[src/hw/conv_cfg.svh]
/*
 * Offsets, reset values and counts of the converter mode controller.
 * Assumes inclusion by bare name from the design files.
 */
`ifndef CONV_CFG_SVH
`define CONV_CFG_SVH

`define PIN_COUNT          11
`define PIN_TURN_ON        0
`define PIN_INPUT_LOW      1
`define PIN_INPUT_HIGH     2
`define PIN_ANALOG_RESET   3
`define PIN_PRI_HOT        4
`define PIN_SEC_HOT        5
`define PIN_POS_LOW        6
`define PIN_NEG_LOW        7
`define PIN_POS_OVER       8
`define PIN_NEG_OVER       9
`define PIN_FAILSAFE_OVER  10

`define ADDR_STEP          32'h0000_0000
`define ADDR_STATUS        32'h0000_0004
`define ADDR_INT_STATUS    32'h0000_0008
`define ADDR_INT_ENABLE    32'h0000_000C
`define ADDR_INT_CLEAR     32'h0000_0010

`define STEP_RESET         16'h0004
`define INT_ENABLE_RESET   4'h0
`define INT_COUNT          4
`define INT_LATCHED        0
`define INT_LOCKOUT        1
`define INT_NORMAL         2
`define INT_OVERHEAT       3

`define LEVEL_FULL         8'hFF
`define RESP_OKAY          2'h0
`define RESP_SLVERR        2'h2

`endif

[src/hw/conv_pkg.sv]
/*
 * Types of the converter mode controller.
 * Assumes nothing of its surroundings.
 */
package conv_pkg;

    typedef enum logic [4:0] {
        ST_DISABLE    = 5'b0_0001,
        ST_SOFT_START = 5'b0_0010,
        ST_NORMAL     = 5'b0_0100,
        ST_AUTO_RECOV = 5'b0_1000,
        ST_LATCHED    = 5'b1_0000
    } mode_t;

endpackage : conv_pkg

[src/hw/ramp_if.sv]
/*
 * Link between mode controller and soft-start ramp.
 * Assumes both ends on the same clock.
 */
`timescale 1ns/10ps
`default_nettype none

interface ramp_if;
    logic        run;
    logic [15:0] step_cycles;
    logic [7:0]  level;
    logic        done;

    modport ctrl (output run, output step_cycles, input level, input done);
    modport ramp (input run, input step_cycles, output level, output done);
endinterface : ramp_if

`default_nettype wire

[src/hw/pin_sync.sv]
/*
 * Two-stage synchronisers for asynchronous comparator and request pins.
 * Assumes pins are static levels relative to the clock.
 */
`timescale 1ns/10ps
`default_nettype none

module pin_sync #(
    parameter int WIDTH = 1
) (
    input  wire logic             aclk,
    input  wire logic             aresetn,
    input  wire logic [WIDTH-1:0] pins,
    output var  logic [WIDTH-1:0] synced
);

    genvar i;
    generate
        for (i = 0; i < WIDTH; i++) begin : g_bit
            logic first;
            always_ff @(posedge aclk) begin
                if (!aresetn) begin
                    first     <= 1'b0;
                    synced[i] <= 1'b0;
                end else begin
                    first     <= pins[i];
                    synced[i] <= first;
                end
            end
        end
    endgenerate

endmodule : pin_sync

`default_nettype wire

[src/hw/soft_start_ramp.sv]
/*
 * Soft-start ramp: level climbs one step every step_cycles+1 cycles.
 * Assumes run is held high for the whole soft-start.
 */
`timescale 1ns/10ps
`default_nettype none
`include "conv_cfg.svh"

module soft_start_ramp (
    input  wire logic aclk,
    input  wire logic aresetn,
    ramp_if.ramp      rp
);

    logic [15:0] prescale;
    logic [15:0] next_prescale;
    logic [7:0]  level;
    logic [7:0]  next_level;

    always_comb begin
        next_prescale = prescale;
        next_level    = level;
        if (!rp.run) begin
            next_prescale = 16'h0000;
            next_level    = 8'h00;
        end else if (level != `LEVEL_FULL) begin
            if (prescale >= rp.step_cycles) begin
                next_prescale = 16'h0000;
                next_level    = level + 8'h01;
            end else begin
                next_prescale = prescale + 16'h0001;
            end
        end
    end

    always_ff @(posedge aclk) begin
        if (!aresetn) begin
            prescale <= 16'h0000;
            level    <= 8'h00;
        end else begin
            prescale <= next_prescale;
            level    <= next_level;
        end
    end

    assign rp.level = level;
    assign rp.done  = (level == `LEVEL_FULL);

endmodule : soft_start_ramp

`default_nettype wire

[src/hw/converter_mode_protection_fsm.sv]
/*
 * Mode and protection controller of an isolated converter, with an
 * AXI4-Lite register slave and one level interrupt.
 * Assumes comparator pins arrive asynchronously, aclk at 100 MHz.
 */
`timescale 1ns/10ps
`default_nettype none
`include "conv_cfg.svh"

module converter_mode_protection_fsm (
    input  wire logic        aclk,
    input  wire logic        aresetn,
    input  wire logic        turn_on_request,
    input  wire logic        input_low_lockout,
    input  wire logic        input_high_lockout,
    input  wire logic        analog_input_low_reset,
    input  wire logic        primary_overheat_limit,
    input  wire logic        secondary_overheat_limit,
    input  wire logic        positive_rail_low,
    input  wire logic        negative_rail_low,
    input  wire logic        positive_rail_over,
    input  wire logic        negative_rail_over,
    input  wire logic        failsafe_over,
    output var  logic        switch_enable,
    output var  logic [7:0]  duty_level,
    output var  logic [7:0]  ref_level,
    output var  logic        supply_good_n_out,
    output var  logic        supply_good_n_oe,
    output var  logic        irq,
    input  wire logic [31:0] s_axi_awaddr,
    input  wire logic        s_axi_awvalid,
    output var  logic        s_axi_awready,
    input  wire logic [31:0] s_axi_wdata,
    input  wire logic [3:0]  s_axi_wstrb,
    input  wire logic        s_axi_wvalid,
    output var  logic        s_axi_wready,
    output var  logic [1:0]  s_axi_bresp,
    output var  logic        s_axi_bvalid,
    input  wire logic        s_axi_bready,
    input  wire logic [31:0] s_axi_araddr,
    input  wire logic        s_axi_arvalid,
    output var  logic        s_axi_arready,
    output var  logic [31:0] s_axi_rdata,
    output var  logic [1:0]  s_axi_rresp,
    output var  logic        s_axi_rvalid,
    input  wire logic        s_axi_rready
);

    // ****************************************************************
    // Input synchronisation
    // ****************************************************************
    logic [`PIN_COUNT-1:0] pins;
    logic [`PIN_COUNT-1:0] sy;

    assign pins = {failsafe_over, negative_rail_over, positive_rail_over,
                   negative_rail_low, positive_rail_low,
                   secondary_overheat_limit, primary_overheat_limit,
                   analog_input_low_reset, input_high_lockout,
                   input_low_lockout, turn_on_request};

    pin_sync #(.WIDTH(`PIN_COUNT)) u_sync (
        .aclk    (aclk),
        .aresetn (aresetn),
        .pins    (pins),
        .synced  (sy)
    );

    logic req;
    logic out_of_window;
    logic overheat;
    logic rail_low;
    logic rail_over;

    assign req           = sy[`PIN_TURN_ON];
    assign out_of_window = sy[`PIN_INPUT_LOW] | sy[`PIN_INPUT_HIGH];
    assign overheat      = sy[`PIN_PRI_HOT] | sy[`PIN_SEC_HOT];
    assign rail_low      = sy[`PIN_POS_LOW] | sy[`PIN_NEG_LOW];
    assign rail_over     = sy[`PIN_POS_OVER] | sy[`PIN_NEG_OVER]
                         | sy[`PIN_FAILSAFE_OVER];

    // ****************************************************************
    // Soft-start ramp
    // ****************************************************************
    ramp_if rif ();
    logic [15:0] step_cycles;

    soft_start_ramp u_ramp (
        .aclk    (aclk),
        .aresetn (aresetn),
        .rp      (rif.ramp)
    );

    // ****************************************************************
    // Mode state machine
    // ****************************************************************
    conv_pkg::mode_t state;
    conv_pkg::mode_t next_state;
    logic            seen_low;
    logic            next_seen_low;
    logic [2:0]      cause;
    logic [2:0]      next_cause;
    logic [`INT_COUNT-1:0] events;

    always_comb begin
        next_state    = state;
        next_seen_low = seen_low;
        next_cause    = cause;
        events        = '0;
        case (state)
            conv_pkg::ST_DISABLE: begin
                if (out_of_window) begin
                    next_state = conv_pkg::ST_AUTO_RECOV;
                end else if (overheat) begin
                    next_state = conv_pkg::ST_LATCHED;
                    next_cause = 3'b001;
                end else if (req) begin
                    next_state = conv_pkg::ST_SOFT_START;
                end
            end
            conv_pkg::ST_SOFT_START, conv_pkg::ST_NORMAL: begin
                if (out_of_window) begin
                    next_state = conv_pkg::ST_AUTO_RECOV;
                end else if (overheat) begin
                    next_state = conv_pkg::ST_LATCHED;
                    next_cause = 3'b001;
                end else if (rail_over) begin
                    next_state = conv_pkg::ST_LATCHED;
                    next_cause = 3'b010;
                end else if (!req) begin
                    next_state = conv_pkg::ST_DISABLE;
                end else if (state == conv_pkg::ST_NORMAL) begin
                    if (rail_low) begin
                        next_state = conv_pkg::ST_LATCHED;
                        next_cause = 3'b100;
                    end
                end else if (rif.done) begin
                    if (rail_low) begin
                        next_state = conv_pkg::ST_LATCHED;
                        next_cause = 3'b100;
                    end else begin
                        next_state = conv_pkg::ST_NORMAL;
                    end
                end
            end
            conv_pkg::ST_AUTO_RECOV: begin
                if (!out_of_window) begin
                    next_state = req ? conv_pkg::ST_SOFT_START
                                     : conv_pkg::ST_DISABLE;
                end
            end
            conv_pkg::ST_LATCHED: begin
                // Input high lockout alone never reaches here
                if (!req) begin
                    next_seen_low = 1'b1;
                end
                if (sy[`PIN_ANALOG_RESET]) begin
                    next_state    = conv_pkg::ST_AUTO_RECOV;
                    next_seen_low = 1'b0;
                    next_cause    = 3'b000;
                end else if (seen_low && req && !overheat) begin
                    next_state    = conv_pkg::ST_SOFT_START;
                    next_seen_low = 1'b0;
                    next_cause    = 3'b000;
                end
            end
            default: begin
                next_state = conv_pkg::ST_AUTO_RECOV;
            end
        endcase
        if (next_state != state) begin
            events[`INT_LATCHED] = (next_state == conv_pkg::ST_LATCHED);
            events[`INT_LOCKOUT] = (next_state == conv_pkg::ST_AUTO_RECOV);
            events[`INT_NORMAL]  = (next_state == conv_pkg::ST_NORMAL);
            events[`INT_OVERHEAT] = (next_state == conv_pkg::ST_LATCHED)
                                  && next_cause[0];
        end
    end

    always_ff @(posedge aclk) begin
        if (!aresetn) begin
            state    <= conv_pkg::ST_AUTO_RECOV;
            seen_low <= 1'b0;
            cause    <= 3'b000;
        end else begin
            state    <= next_state;
            seen_low <= next_seen_low;
            cause    <= next_cause;
        end
    end

    assign rif.run         = (state == conv_pkg::ST_SOFT_START);
    assign rif.step_cycles = step_cycles;

    // ****************************************************************
    // Power stage outputs
    // ****************************************************************
    logic       next_switch;
    logic [7:0] next_level;

    always_comb begin
        next_switch = (next_state == conv_pkg::ST_SOFT_START)
                    || (next_state == conv_pkg::ST_NORMAL);
        if (next_state == conv_pkg::ST_NORMAL) begin
            next_level = `LEVEL_FULL;
        end else if (next_state == conv_pkg::ST_SOFT_START) begin
            next_level = rif.level;
        end else begin
            next_level = 8'h00;
        end
    end

    always_ff @(posedge aclk) begin
        if (!aresetn) begin
            switch_enable     <= 1'b0;
            duty_level        <= 8'h00;
            ref_level         <= 8'h00;
            supply_good_n_out <= 1'b0;
            supply_good_n_oe  <= 1'b0;
        end else begin
            switch_enable     <= next_switch;
            duty_level        <= next_level;
            ref_level         <= next_level;
            supply_good_n_out <= 1'b0;
            supply_good_n_oe  <= (next_state == conv_pkg::ST_NORMAL);
        end
    end

    // ****************************************************************
    // Register slave and interrupts
    // ****************************************************************
    logic        aw_held, next_aw_held;
    logic        w_held, next_w_held;
    logic [31:0] aw_addr, next_aw_addr;
    logic [31:0] w_data, next_w_data;
    logic [3:0]  w_strb, next_w_strb;
    logic        next_bvalid;
    logic [1:0]  next_bresp;
    logic        next_rvalid;
    logic [31:0] next_rdata;
    logic [1:0]  next_rresp;
    logic [15:0] next_step;
    logic [`INT_COUNT-1:0] int_status, next_int_status;
    logic [`INT_COUNT-1:0] int_enable, next_int_enable;
    logic [`INT_COUNT-1:0] clear;

    always_comb begin
        next_aw_held    = aw_held;
        next_w_held     = w_held;
        next_aw_addr    = aw_addr;
        next_w_data     = w_data;
        next_w_strb     = w_strb;
        next_bvalid     = s_axi_bvalid;
        next_bresp      = s_axi_bresp;
        next_rvalid     = s_axi_rvalid;
        next_rdata      = s_axi_rdata;
        next_rresp      = s_axi_rresp;
        next_step       = step_cycles;
        next_int_enable = int_enable;
        clear           = '0;
        if (s_axi_awvalid && s_axi_awready) begin
            next_aw_held = 1'b1;
            next_aw_addr = s_axi_awaddr;
        end
        if (s_axi_wvalid && s_axi_wready) begin
            next_w_held = 1'b1;
            next_w_data = s_axi_wdata;
            next_w_strb = s_axi_wstrb;
        end
        if (s_axi_bvalid && s_axi_bready) begin
            next_bvalid = 1'b0;
        end
        if (aw_held && w_held && !s_axi_bvalid) begin
            next_aw_held = 1'b0;
            next_w_held  = 1'b0;
            next_bvalid  = 1'b1;
            next_bresp   = `RESP_OKAY;
            case (aw_addr)
                `ADDR_STEP: begin
                    if (w_strb[0]) next_step[7:0] = w_data[7:0];
                    if (w_strb[1]) next_step[15:8] = w_data[15:8];
                end
                `ADDR_INT_ENABLE: begin
                    if (w_strb[0]) next_int_enable = w_data[`INT_COUNT-1:0];
                end
                `ADDR_INT_CLEAR: begin
                    if (w_strb[0]) clear = w_data[`INT_COUNT-1:0];
                end
                `ADDR_STATUS, `ADDR_INT_STATUS: begin
                end
                default: begin
                    next_bresp = `RESP_SLVERR;
                end
            endcase
        end
        if (s_axi_rvalid && s_axi_rready) begin
            next_rvalid = 1'b0;
        end
        if (s_axi_arvalid && s_axi_arready) begin
            next_rvalid = 1'b1;
            next_rresp  = `RESP_OKAY;
            next_rdata  = 32'h0000_0000;
            case (s_axi_araddr)
                `ADDR_STEP:       next_rdata[15:0] = step_cycles;
                `ADDR_STATUS:     next_rdata[11:0] = {req, seen_low,
                                      cause, state, switch_enable, 1'b0};
                `ADDR_INT_STATUS: next_rdata[`INT_COUNT-1:0] = int_status;
                `ADDR_INT_ENABLE: next_rdata[`INT_COUNT-1:0] = int_enable;
                `ADDR_INT_CLEAR:  next_rdata = 32'h0000_0000;
                default:          next_rresp = `RESP_SLVERR;
            endcase
        end
        // Set wins over a clear in the same cycle
        next_int_status = (int_status & ~clear) | events;
    end

    always_ff @(posedge aclk) begin
        if (!aresetn) begin
            aw_held       <= 1'b0;
            w_held        <= 1'b0;
            aw_addr       <= 32'h0000_0000;
            w_data        <= 32'h0000_0000;
            w_strb        <= 4'h0;
            s_axi_awready <= 1'b0;
            s_axi_wready  <= 1'b0;
            s_axi_bvalid  <= 1'b0;
            s_axi_bresp   <= `RESP_OKAY;
            s_axi_arready <= 1'b0;
            s_axi_rvalid  <= 1'b0;
            s_axi_rdata   <= 32'h0000_0000;
            s_axi_rresp   <= `RESP_OKAY;
            step_cycles   <= `STEP_RESET;
            int_status    <= '0;
            int_enable    <= `INT_ENABLE_RESET;
            irq           <= 1'b0;
        end else begin
            aw_held       <= next_aw_held;
            w_held        <= next_w_held;
            aw_addr       <= next_aw_addr;
            w_data        <= next_w_data;
            w_strb        <= next_w_strb;
            s_axi_awready <= !next_aw_held && !next_bvalid;
            s_axi_wready  <= !next_w_held && !next_bvalid;
            s_axi_bvalid  <= next_bvalid;
            s_axi_bresp   <= next_bresp;
            s_axi_arready <= !next_rvalid;
            s_axi_rvalid  <= next_rvalid;
            s_axi_rdata   <= next_rdata;
            s_axi_rresp   <= next_rresp;
            step_cycles   <= next_step;
            int_status    <= next_int_status;
            int_enable    <= next_int_enable;
            irq           <= |(next_int_status & next_int_enable);
        end
    end

endmodule : converter_mode_protection_fsm

`default_nettype wire

[config.mk]
export PLATFORM = sky130hd
export DESIGN_NAME = converter_mode_protection_fsm
export DESIGN_NICKNAME = d
export VERILOG_FILES = /design/src/hw/conv_pkg.sv /design/src/hw/ramp_if.sv /design/src/hw/pin_sync.sv /design/src/hw/soft_start_ramp.sv /design/src/hw/converter_mode_protection_fsm.sv
export VERILOG_INCLUDE_DIRS = /design/src /design/src/hw
export SDC_FILE = /design/constraint.sdc
export NUM_CORES = 1
export LEC_CHECK = 0
export BUFFER_PORTS_ARGS = -buffer_cell sky130_fd_sc_hd__buf_2
export CELL_PAD_IN_SITES_DETAIL_PLACEMENT = 0
export CELL_PAD_IN_SITES_GLOBAL_PLACEMENT = 2
export CORE_MARGIN = 2
export CORE_UTILIZATION = 29
export CTS_BUF_LIST = sky130_fd_sc_hd__clkbuf_8
export CTS_CLUSTER_DIAMETER = 60
export DETAILED_ROUTE_END_ITERATION = 8
export GPL_TIMING_DRIVEN = 0
export PLACE_DENSITY = 0.83
export SLEW_MARGIN = 10
export SYNTH_ARGS = -nofsm -noshare
export SYNTH_HDL_FRONTEND = slang
export SYNTH_SLANG_ARGS = --single-unit
[constraint.sdc]
create_clock -name aclk -period 2.7 [get_ports aclk]
set_input_delay 0.54 -clock aclk [delete_from_list [all_inputs] [get_ports aclk]]
set_output_delay 0.54 -clock aclk [all_outputs]
set_load 0.01 [all_outputs]
==> Flow_metrics.wiki, run 1 <==
{| class="wikitable"
! Metric !! Value
|-
| Commonest non-fill, non-tap cell in the layout || dfxtp_1
|-
| Routed WL || 21030 um
|-
| Standard cell core area || 0.02432 mm2
|-
| Initial Util || 29.55%
|-
| Iteration count of the initial detailed-routing pass || 5
|-
| Top-level port count || 179
|-
| Post-synthesis register bit count || 165
|-
| Worst slew margin || 43.95%
|-
| Peak clock frequency supported by timing || 390.5 MHz
|-
| Time the worst path needs with I/O delays and setup || 2.561 ns
|-
| Syn avg cell area || 8.455 um2
|-
| Share of synthesized area occupied by flip-flops and latches || 45.96%
|-
| Max Buffers Root-to-Sink || 2
|-
| Number of enable flip-flop cells after synthesis || 0
|-
| Data required, critical path || 3.09 ns
|-
| Number of buffers inserted by port buffering || 138
|-
| Weighted congestion at the end of routability-driven global placement || 0.8517
|-
| Finished Layout Cells || 1362
|-
| Share of synthesized registers carrying an async set or reset || 0%
|-
| Sink count of the clock tree || 165
|-
| Kind of critical path || in2reg
|-
| Hold WS || 0.2815 ns
|-
| Count of synthesis-stage warnings from yosys || 0
|-
| Row Count || 57
|-
| Net count, final || 1161
|-
| Critical path capture point type || flop
|-
| Wire length per cell after detailed routing || 15.44 um
|-
| Synthesis-to-finish area growth || 23.52%
|-
| Chip Height || 161.4 um
|-
| Dpl hpwl || 16090 um
|-
| Pin count of the biggest net entering global routing || 17
|-
| Maximum fanout along the worst path || 6
|-
| Gate Count Post-Synth || 850
|-
| GR Overflow Total || 0
|-
| Die Wd || 161.4 um
|-
| Fin crit share || 94.85%
|-
| Unrepaired setup endpoints after global routing || no
|-
| Cell with the biggest individual delay on the critical path || or4_4
|-
| Slowest Stage Delay on Critical Path || 0.52 ns
|-
| Clock tree from TritonCTS || yes
|-
| Outcome || finished clean
|-
| Critical path startpoint category || primary input
|-
| Combined area of all synthesized cells || 0.007187 mm2
|-
| Hold/Removal Path Class || in2reg
|-
| Number of global-route vias before repair || 5990
|-
| Fraction of final layout cells with drive strength greater than 1 || 22.06%
|-
| Unique masters post-synth || 62
|-
| CTS Buf Count || 17
|-
| Max Clock Skew || 0.01599 ns
|-
| Clock-pin slew on the worst setup and hold paths || 0.09 ns
|-
| All-layer global routing usage || 15.99%
|-
| Layout filler cell count || 2566
|-
| Critical-path cell list || buf_2 > or4_4 > nor4_2 > or4b_1 > buf_2 > nor3b_4 > a222oi_1 > or3_1 > a21oi_1
|-
| Vias per inst || 4.738
|-
| Most frequently used flop master after synthesis || dfxtp_1
|-
| Antenna violations before repair || 0
|-
| Wire length of the first global-routing pass || 32290 um
|-
| Overall power after layout || 5.104 mW
|-
| CTS HTree Levels || 4
|-
| Power per unit of standard cell area || 574.9 mW/mm2
|-
| IR Drop Worst-Case VDD || 232.1 uV
|-
| Antenna diode count || 0
|-
| Pleak || 3.760 nW
|-
| Most numerous cell on the critical path || buf_2
|-
| Residual DRC || 0
|-
| Placed cell count || 1330
|-
| Layout Utilization || 36.50%
|-
| Final hold vios || 0
|-
| Via count || 6453
|-
| Clk Latency, worst-skew pair || 0.47 ns
|-
| Pins Over Slew Limit || 0
|-
| 1st-iter DRT viols || 339
|-
| Final number of setup-violating endpoints || 0
|-
| Worst Max-Slew Pin Slew || 0.8408 ns
|-
| Most used cells in the layout excluding fill and tap cells || 165 x dfxtp_1, 140 x buf_2, 139 x nand2_1
|-
| Maximum capacitance violations || 0
|-
| Arrival time reported for the critical path endpoint || 2.95 ns
|-
| Antenna Nets Post-Route || 0
|-
| Buffer cell driving the clock tree root || clkbuf_8
|-
| Area enclosed by the die boundary || 0.02606 mm2
|}
## cells in the mapped netlist (3+ instances only)
cell,instances,share of area [%]
nand3_1,20,1.4
a22oi_1,4,0.42
xnor2_1,9,1.1
nor3_1,21,1.5
nand2b_1,8,0.70
inv_1,26,1.4
dfxtp_1,165,46
o211ai_1,5,0.52
buf_4,27,2.8
nor4_1,17,1.5
nand2_1,140,7.3
nor2b_1,5,0.44
or2_2,7,0.61
a31oi_1,3,0.26
and3_1,8,0.70
a21oi_1,82,5.7
or3_1,6,0.52
mux2i_1,21,2.9
nand4_1,10,0.87
o31ai_1,4,0.42
xor2_1,8,0.97
ha_1,18,3.1
a21o_1,14,1.5
a221oi_1,10,1.2
clkbuf_1,39,2.0
nor2_1,72,3.8
o21ai_0,15,1.0
a41o_1,3,0.42
a211oi_1,6,0.63
and2_1,32,2.8
or4_1,6,0.63
## area by class of cell
cell class                 instances  area (um2)  area share, %
clock inverter                    15       217.7          2.452
sequential                       165        3303          37.21
multi-input combinational        606        3551          40.00
inverter                          27       101.3          1.142
timing repair buffer             139       698.2          7.865
clock buffer                      17       234.0          2.636
buffer                            69       366.6          4.130
tap                              324       405.4          4.567
## report_power, final
| group | switching (mW) | leakage, nW | internal, mW | total [mW] |
|---|---|---|---|---|
| registers | 0.0550 | 1.34 | 2.51 | 2.56 |
| logic | 0.286 | 2.20 | 0.203 | 0.489 |
| clock network | 1.02 | 0.218 | 1.03 | 2.05 |
## metrics by stage
stage	TNS, ns	setup slack [ns]	area (um2)
after floorplan	-0.009665	-0.009665	7254
after CTS	0	0.004885	8835
after global placement	-6.858	-0.5299	8351
final	0	0.1391	8877
after detailed placement	-6.986	-0.5016	8351
after global routing	0	0.002754	8877
## routing by layer
metal,wire (um),global-route usage (%)
met2,9964,27.08
met3,1085,3.005
met1,9695,21.03
met4,282,3.896
met5,0,0
## final timing paths
path	slack, ns	cells past startpoint	start	to
max reg2reg	0.15	8	aw_addr[14]	irq
max	0.14	9	s_axi_araddr[16]	s_axi_rdata[1]
min	0.28	2	input_low_lockout	u_sync.g_bit[1].first
min reg2reg	0.43	1	u_sync.g_bit[10].first	u_sync.synced[10]
## sequential cells by signal, indices dropped and copies added, names as in the netlist, 5 cells and up
register,flops
u_ramp.rp.level,8
u_ramp.prescale,16
aw_addr,32
ref_level,8
u_sync.synced,11
w_data,16
s_axi_rdata,16
rif.step_cycles,16
state,5
u_sync.g_bit.first,11
## cells by family (layout without fill, tap and decap cells)
family          after synthesis  count (layout)  synth area share [%]
other cells                   1              19               0.05218
flops                       165             165                 45.96
xor+xnor                     17              17                 2.072
mux                          23              23                 3.551
buf+inv                      97             267                 6.511
fa+ha+maj                    18              18                 3.134
simple gates                364             364                 24.30
compound gates              165             165                 14.42
## critical path: cells and delay by family
family          cells  cell delay [ns]
buf+inv             2             0.29
simple gates        5             1.84
compound gates      2             0.26
## repair_timing
item                                    in CTS  in global routing
pin swaps                                    1                  0
endpoints found under the setup margin      20                 55
gates resized for setup                      6                 13
buffers inserted                             1                  0
hold buffers                                 0                  0
Note: power is estimated with default switching activity, not from simulation.
==> run 2, diff against run 1 <==
--- a/config.mk
+++ b/config.mk
@@ -14,8 +14,7 @@
 export CTS_BUF_LIST = sky130_fd_sc_hd__clkbuf_8
 export CTS_CLUSTER_DIAMETER = 60
 export DETAILED_ROUTE_END_ITERATION = 8
-export GPL_TIMING_DRIVEN = 0
-export PLACE_DENSITY = 0.83
+export PLACE_DENSITY = 0.82
 export SLEW_MARGIN = 10
 export SYNTH_ARGS = -nofsm -noshare
 export SYNTH_HDL_FRONTEND = slang
==> Flow_metrics.wiki, run 2 (same netlist as run 1, synthesis figures left out) <==
{| class="wikitable"
! Metric !! Value
|-
| Unrepaired setup endpoints after global routing || no
|-
| Sink count of the clock tree || 165 (unchanged)
|-
| CTS HTree Levels || 4 (unchanged)
|-
| Start of the worst register-to-register path || u_sync.synced[5]
|-
| Pin count of the biggest net entering global routing || 55 (+38)
|-
| Finished Layout Cells || 1328 (-2.5%)
|-
| Maximum capacitance violations || 0 (unchanged)
|-
| Pins Over Slew Limit || 0 (unchanged)
|-
| Arrival time reported for the critical path endpoint || 2.77 ns (-0.18 ns)
|-
| Commonest non-fill, non-tap cell in the layout || dfxtp_1
|-
| Area enclosed by the die boundary || 0.02606 mm2 (unchanged)
|-
| Initial Util || 29.55% (unchanged)
|-
| Critical path startpoint category || flop
|-
| Final cell area excluding filler cells || 0.008675 mm2 (-2.3%)
|-
| Fraction of final layout cells with drive strength greater than 1 || 22.31% (+0.25 points)
|-
| Die Wd || 161.4 um (unchanged)
|-
| Most used cells in the layout excluding fill and tap cells || 165 x dfxtp_1, 141 x buf_2, 140 x nand2_1
|-
| Reg-to-reg critical path endpoint || irq
|-
| Placed cell count || 1296 (-2.6%)
|-
| Peak clock frequency supported by timing || 411.4 MHz (+5.4%)
|-
| Vias per inst || 4.723 (-0.32%)
|-
| Met1 wire length || 9242 um (-4.7%)
|-
| Register bank with the most flops || aw_addr
|-
| Logic depth of the worst register-to-register path || 8 (unchanged)
|-
| Antenna diode count || 0 (unchanged)
|-
| Hold WS || 0.2781 ns (-0.003404 ns)
|-
| Layout filler cell count || 2579 (+0.51%)
|-
| Setup TNS after final layout || 0 ns (unchanged)
|-
| Category of cells accounting for the largest share of critical-path delay || simple AND/OR/NAND/NOR gates
|-
| Total area of sequential cells || 0.003303 mm2 (unchanged)
|-
| Wire length per cell after detailed routing || 14.74 um (-4.6%)
|-
| Area of combinational cells with multiple inputs || 0.003512 mm2 (-1.1%)
|-
| Outcome || finished clean
|-
| Weighted congestion at the end of routability-driven global placement || 0.8175 (-4.0%)
|-
| Layout Utilization || 35.67% (-0.83 points)
|-
| Residual DRC || 0 (unchanged)
|-
| HP Start || failsafe_over
|-
| Net switching power || 1.308 mW (-3.6%)
|-
| Pleak || 3.704 nW (-1.5%)
|-
| Flip-flop count of the largest register, all copies and words added || 32 (unchanged)
|-
| Internal power of the cells || 3.551 mW (-5.2%)
|-
| Wire length of the first global-routing pass || 30620 um (-5.2%)
|-
| GR Overflow Total || 0 (unchanged)
|-
| Critical-path cell list || or4_4 > nor4_4 > nand4_1 > a221oi_1 > buf_4 > o2111ai_1 > o31ai_1 > o211ai_1
|-
| Synthesis-to-finish area growth || 20.70%
|-
| Top layer used by detailed routing || met4
|-
| Standard cell core area || 0.02432 mm2 (unchanged)
|-
| CTS Hold Bufs || 0 (unchanged)
|-
| Kind of critical path || reg2reg
|-
| Chip Height || 161.4 um (unchanged)
|-
| Worst path buffer plus inverter count || 1 (-1)
|-
| Comb pwr share || 9.5% (about the same)
|-
| Maximum fanout along the worst path || 4 (-2)
|-
| Number of buffers added for setup after CTS || 0 (-1)
|-
| Data required, critical path || 3.04 ns (-0.05 ns)
|-
| Hold Crit Depth || 2 (unchanged)
|-
| Cell with the biggest individual delay on the critical path || or4_4
|-
| CTS Buf Count || 17 (unchanged)
|-
| Clk Latency, worst-skew pair || 0.46 ns (about the same)
|-
| Final number of setup-violating endpoints || 0 (unchanged)
|-
| Routed WL || 19570 um (-6.9%)
|-
| All-layer global routing usage || 14.93% (-1.1 points)
|-
| Critical path capture point type || flop
|-
| Clock power frac || 37.8% (-2.4 points)
|-
| Final hold vios || 0 (unchanged)
|-
| Via count || 6272 (-2.8%)
|-
| Antenna Nets Post-Route || 0 (unchanged)
|-
| Total met2 wirelength after detailed routing || 9266 um (-7.0%)
|-
| Slowest Stage Delay on Critical Path || 0.58 ns (+0.06 ns)
|-
| R2R Setup Slk || 0.27 ns (+0.12 ns)
|-
| Antenna violations before repair || 0 (unchanged)
|-
| Row Count || 57 (unchanged)
|-
| Top-level port count || 179 (unchanged)
|-
| Hold/Removal Path Class || in2reg
|-
| Time the worst path needs with I/O delays and setup || 2.431 ns (-0.1301 ns)
|-
| Dpl hpwl || 14670 um (-8.8%)
|-
| Resized cells post-CTS || 0 (-6)
|-
| Fin crit share || 90.03% (-4.8 points)
|-
| Proportion of power drawn by flip-flops and latches || 52.7% (+2.5 points)
|-
| Clock-pin slew on the worst setup and hold paths || 0.10 ns (about the same)
|-
| Clock tree from TritonCTS || yes
|-
| Max Clock Skew || 0.01404 ns (-0.001958 ns)
|-
| Buffer cell driving the clock tree root || clkbuf_8
|-
| Iteration count of the initial detailed-routing pass || 5 (unchanged)
|-
| Switching share of power || 26.93% (+0.33 points)
|-
| Net count, final || 1127 (-2.9%)
|-
| Length of routed met3 wiring || 866 um (-20%)
|-
| IR Drop Worst-Case VDD || 283.2 uV (+22%)
|-
| Standard cell area after detailed placement || 0.008247 mm2 (-1.2%)
|-
| 1st-iter DRT viols || 301 (-11%)
|-
| Number of global-route vias before repair || 5863 (-2.1%)
|-
| Max Buffers Root-to-Sink || 2 (unchanged)
|-
| Number of buffers inserted by port buffering || 141 (+2.2%)
|-
| Worst Max-Slew Pin Slew || 0.7759 ns (-0.06489 ns)
|-
| Worst slew margin || 48.27% (+4.3 points)
|-
| Capture endpoint of the worst hold path || u_sync.g_bit[10].first
|-
| Power per unit of standard cell area || 560.2 mW/mm2 (-2.6%)
|}
[run 2: per-layer routing]
layer  track usage (%)  vias up
met5                 0        -
met4             4.261        0
met3             3.390       14
met2             24.77      134
met1             19.45     2932
li1                  -     3192
[run 2: how the worst max path moves through the flow]
stage,startpoint,cells after the start,endpoint
final,u_sync.synced[5],8,irq
after global routing,state[3],8,irq
after CTS,u_sync.synced[5],8,irq
after detailed placement,s_axi_araddr[16],8,s_axi_rdata[1]
after global placement,s_axi_araddr[16],8,s_axi_rdata[1]
after floorplan,s_axi_araddr[16],8,s_axi_rdata[1]
[run 2: through the flow]
step	power, mW	setup slack, ns
CTS	4.930	0.01697
global placement	3.074	-0.1081
global route	5.092	0.04005
detailed placement	3.078	-0.1278
floorplan	2.896	-0.009665
finish	4.859	0.2692
[run 2: layout make-up]
| class | instances | share of cell area [%] |
|---|---|---|
| Multi-Input combinational cell | 606 | 40.49 |
| Sequential cell | 165 | 38.08 |
| Timing Repair Buffer | 174 | 10.99 |
| Tap cell | 324 | 4.673 |
| Clock buffer | 17 | 2.697 |
| Clock inverter | 15 | 1.904 |
| Inverter | 27 | 1.168 |
[run 2: power groups by stage]
| stage | Sequential [mW] | Combinational (mW) | Clock [mW] |
|---|---|---|---|
| 2_1_floorplan | 2.61 | 0.289 | 0 |
| 3_3_place_gp | 2.62 | 0.457 | 0 |
| 3_5_place_dp | 2.62 | 0.460 | 0 |
| 4_1_cts | 2.56 | 0.463 | 1.91 |
| 5_1_grt | 2.57 | 0.516 | 2.00 |
| 6_report | 2.56 | 0.462 | 1.84 |
[run 2: worst reg2reg max path, delay by kind of cell (launching register included)]
kind | cells | cell delay, ns
buf+inv | 1 | 0.17
flops | 1 | 0.34
compound gates | 4 | 0.84
simple gates | 3 | 0.97
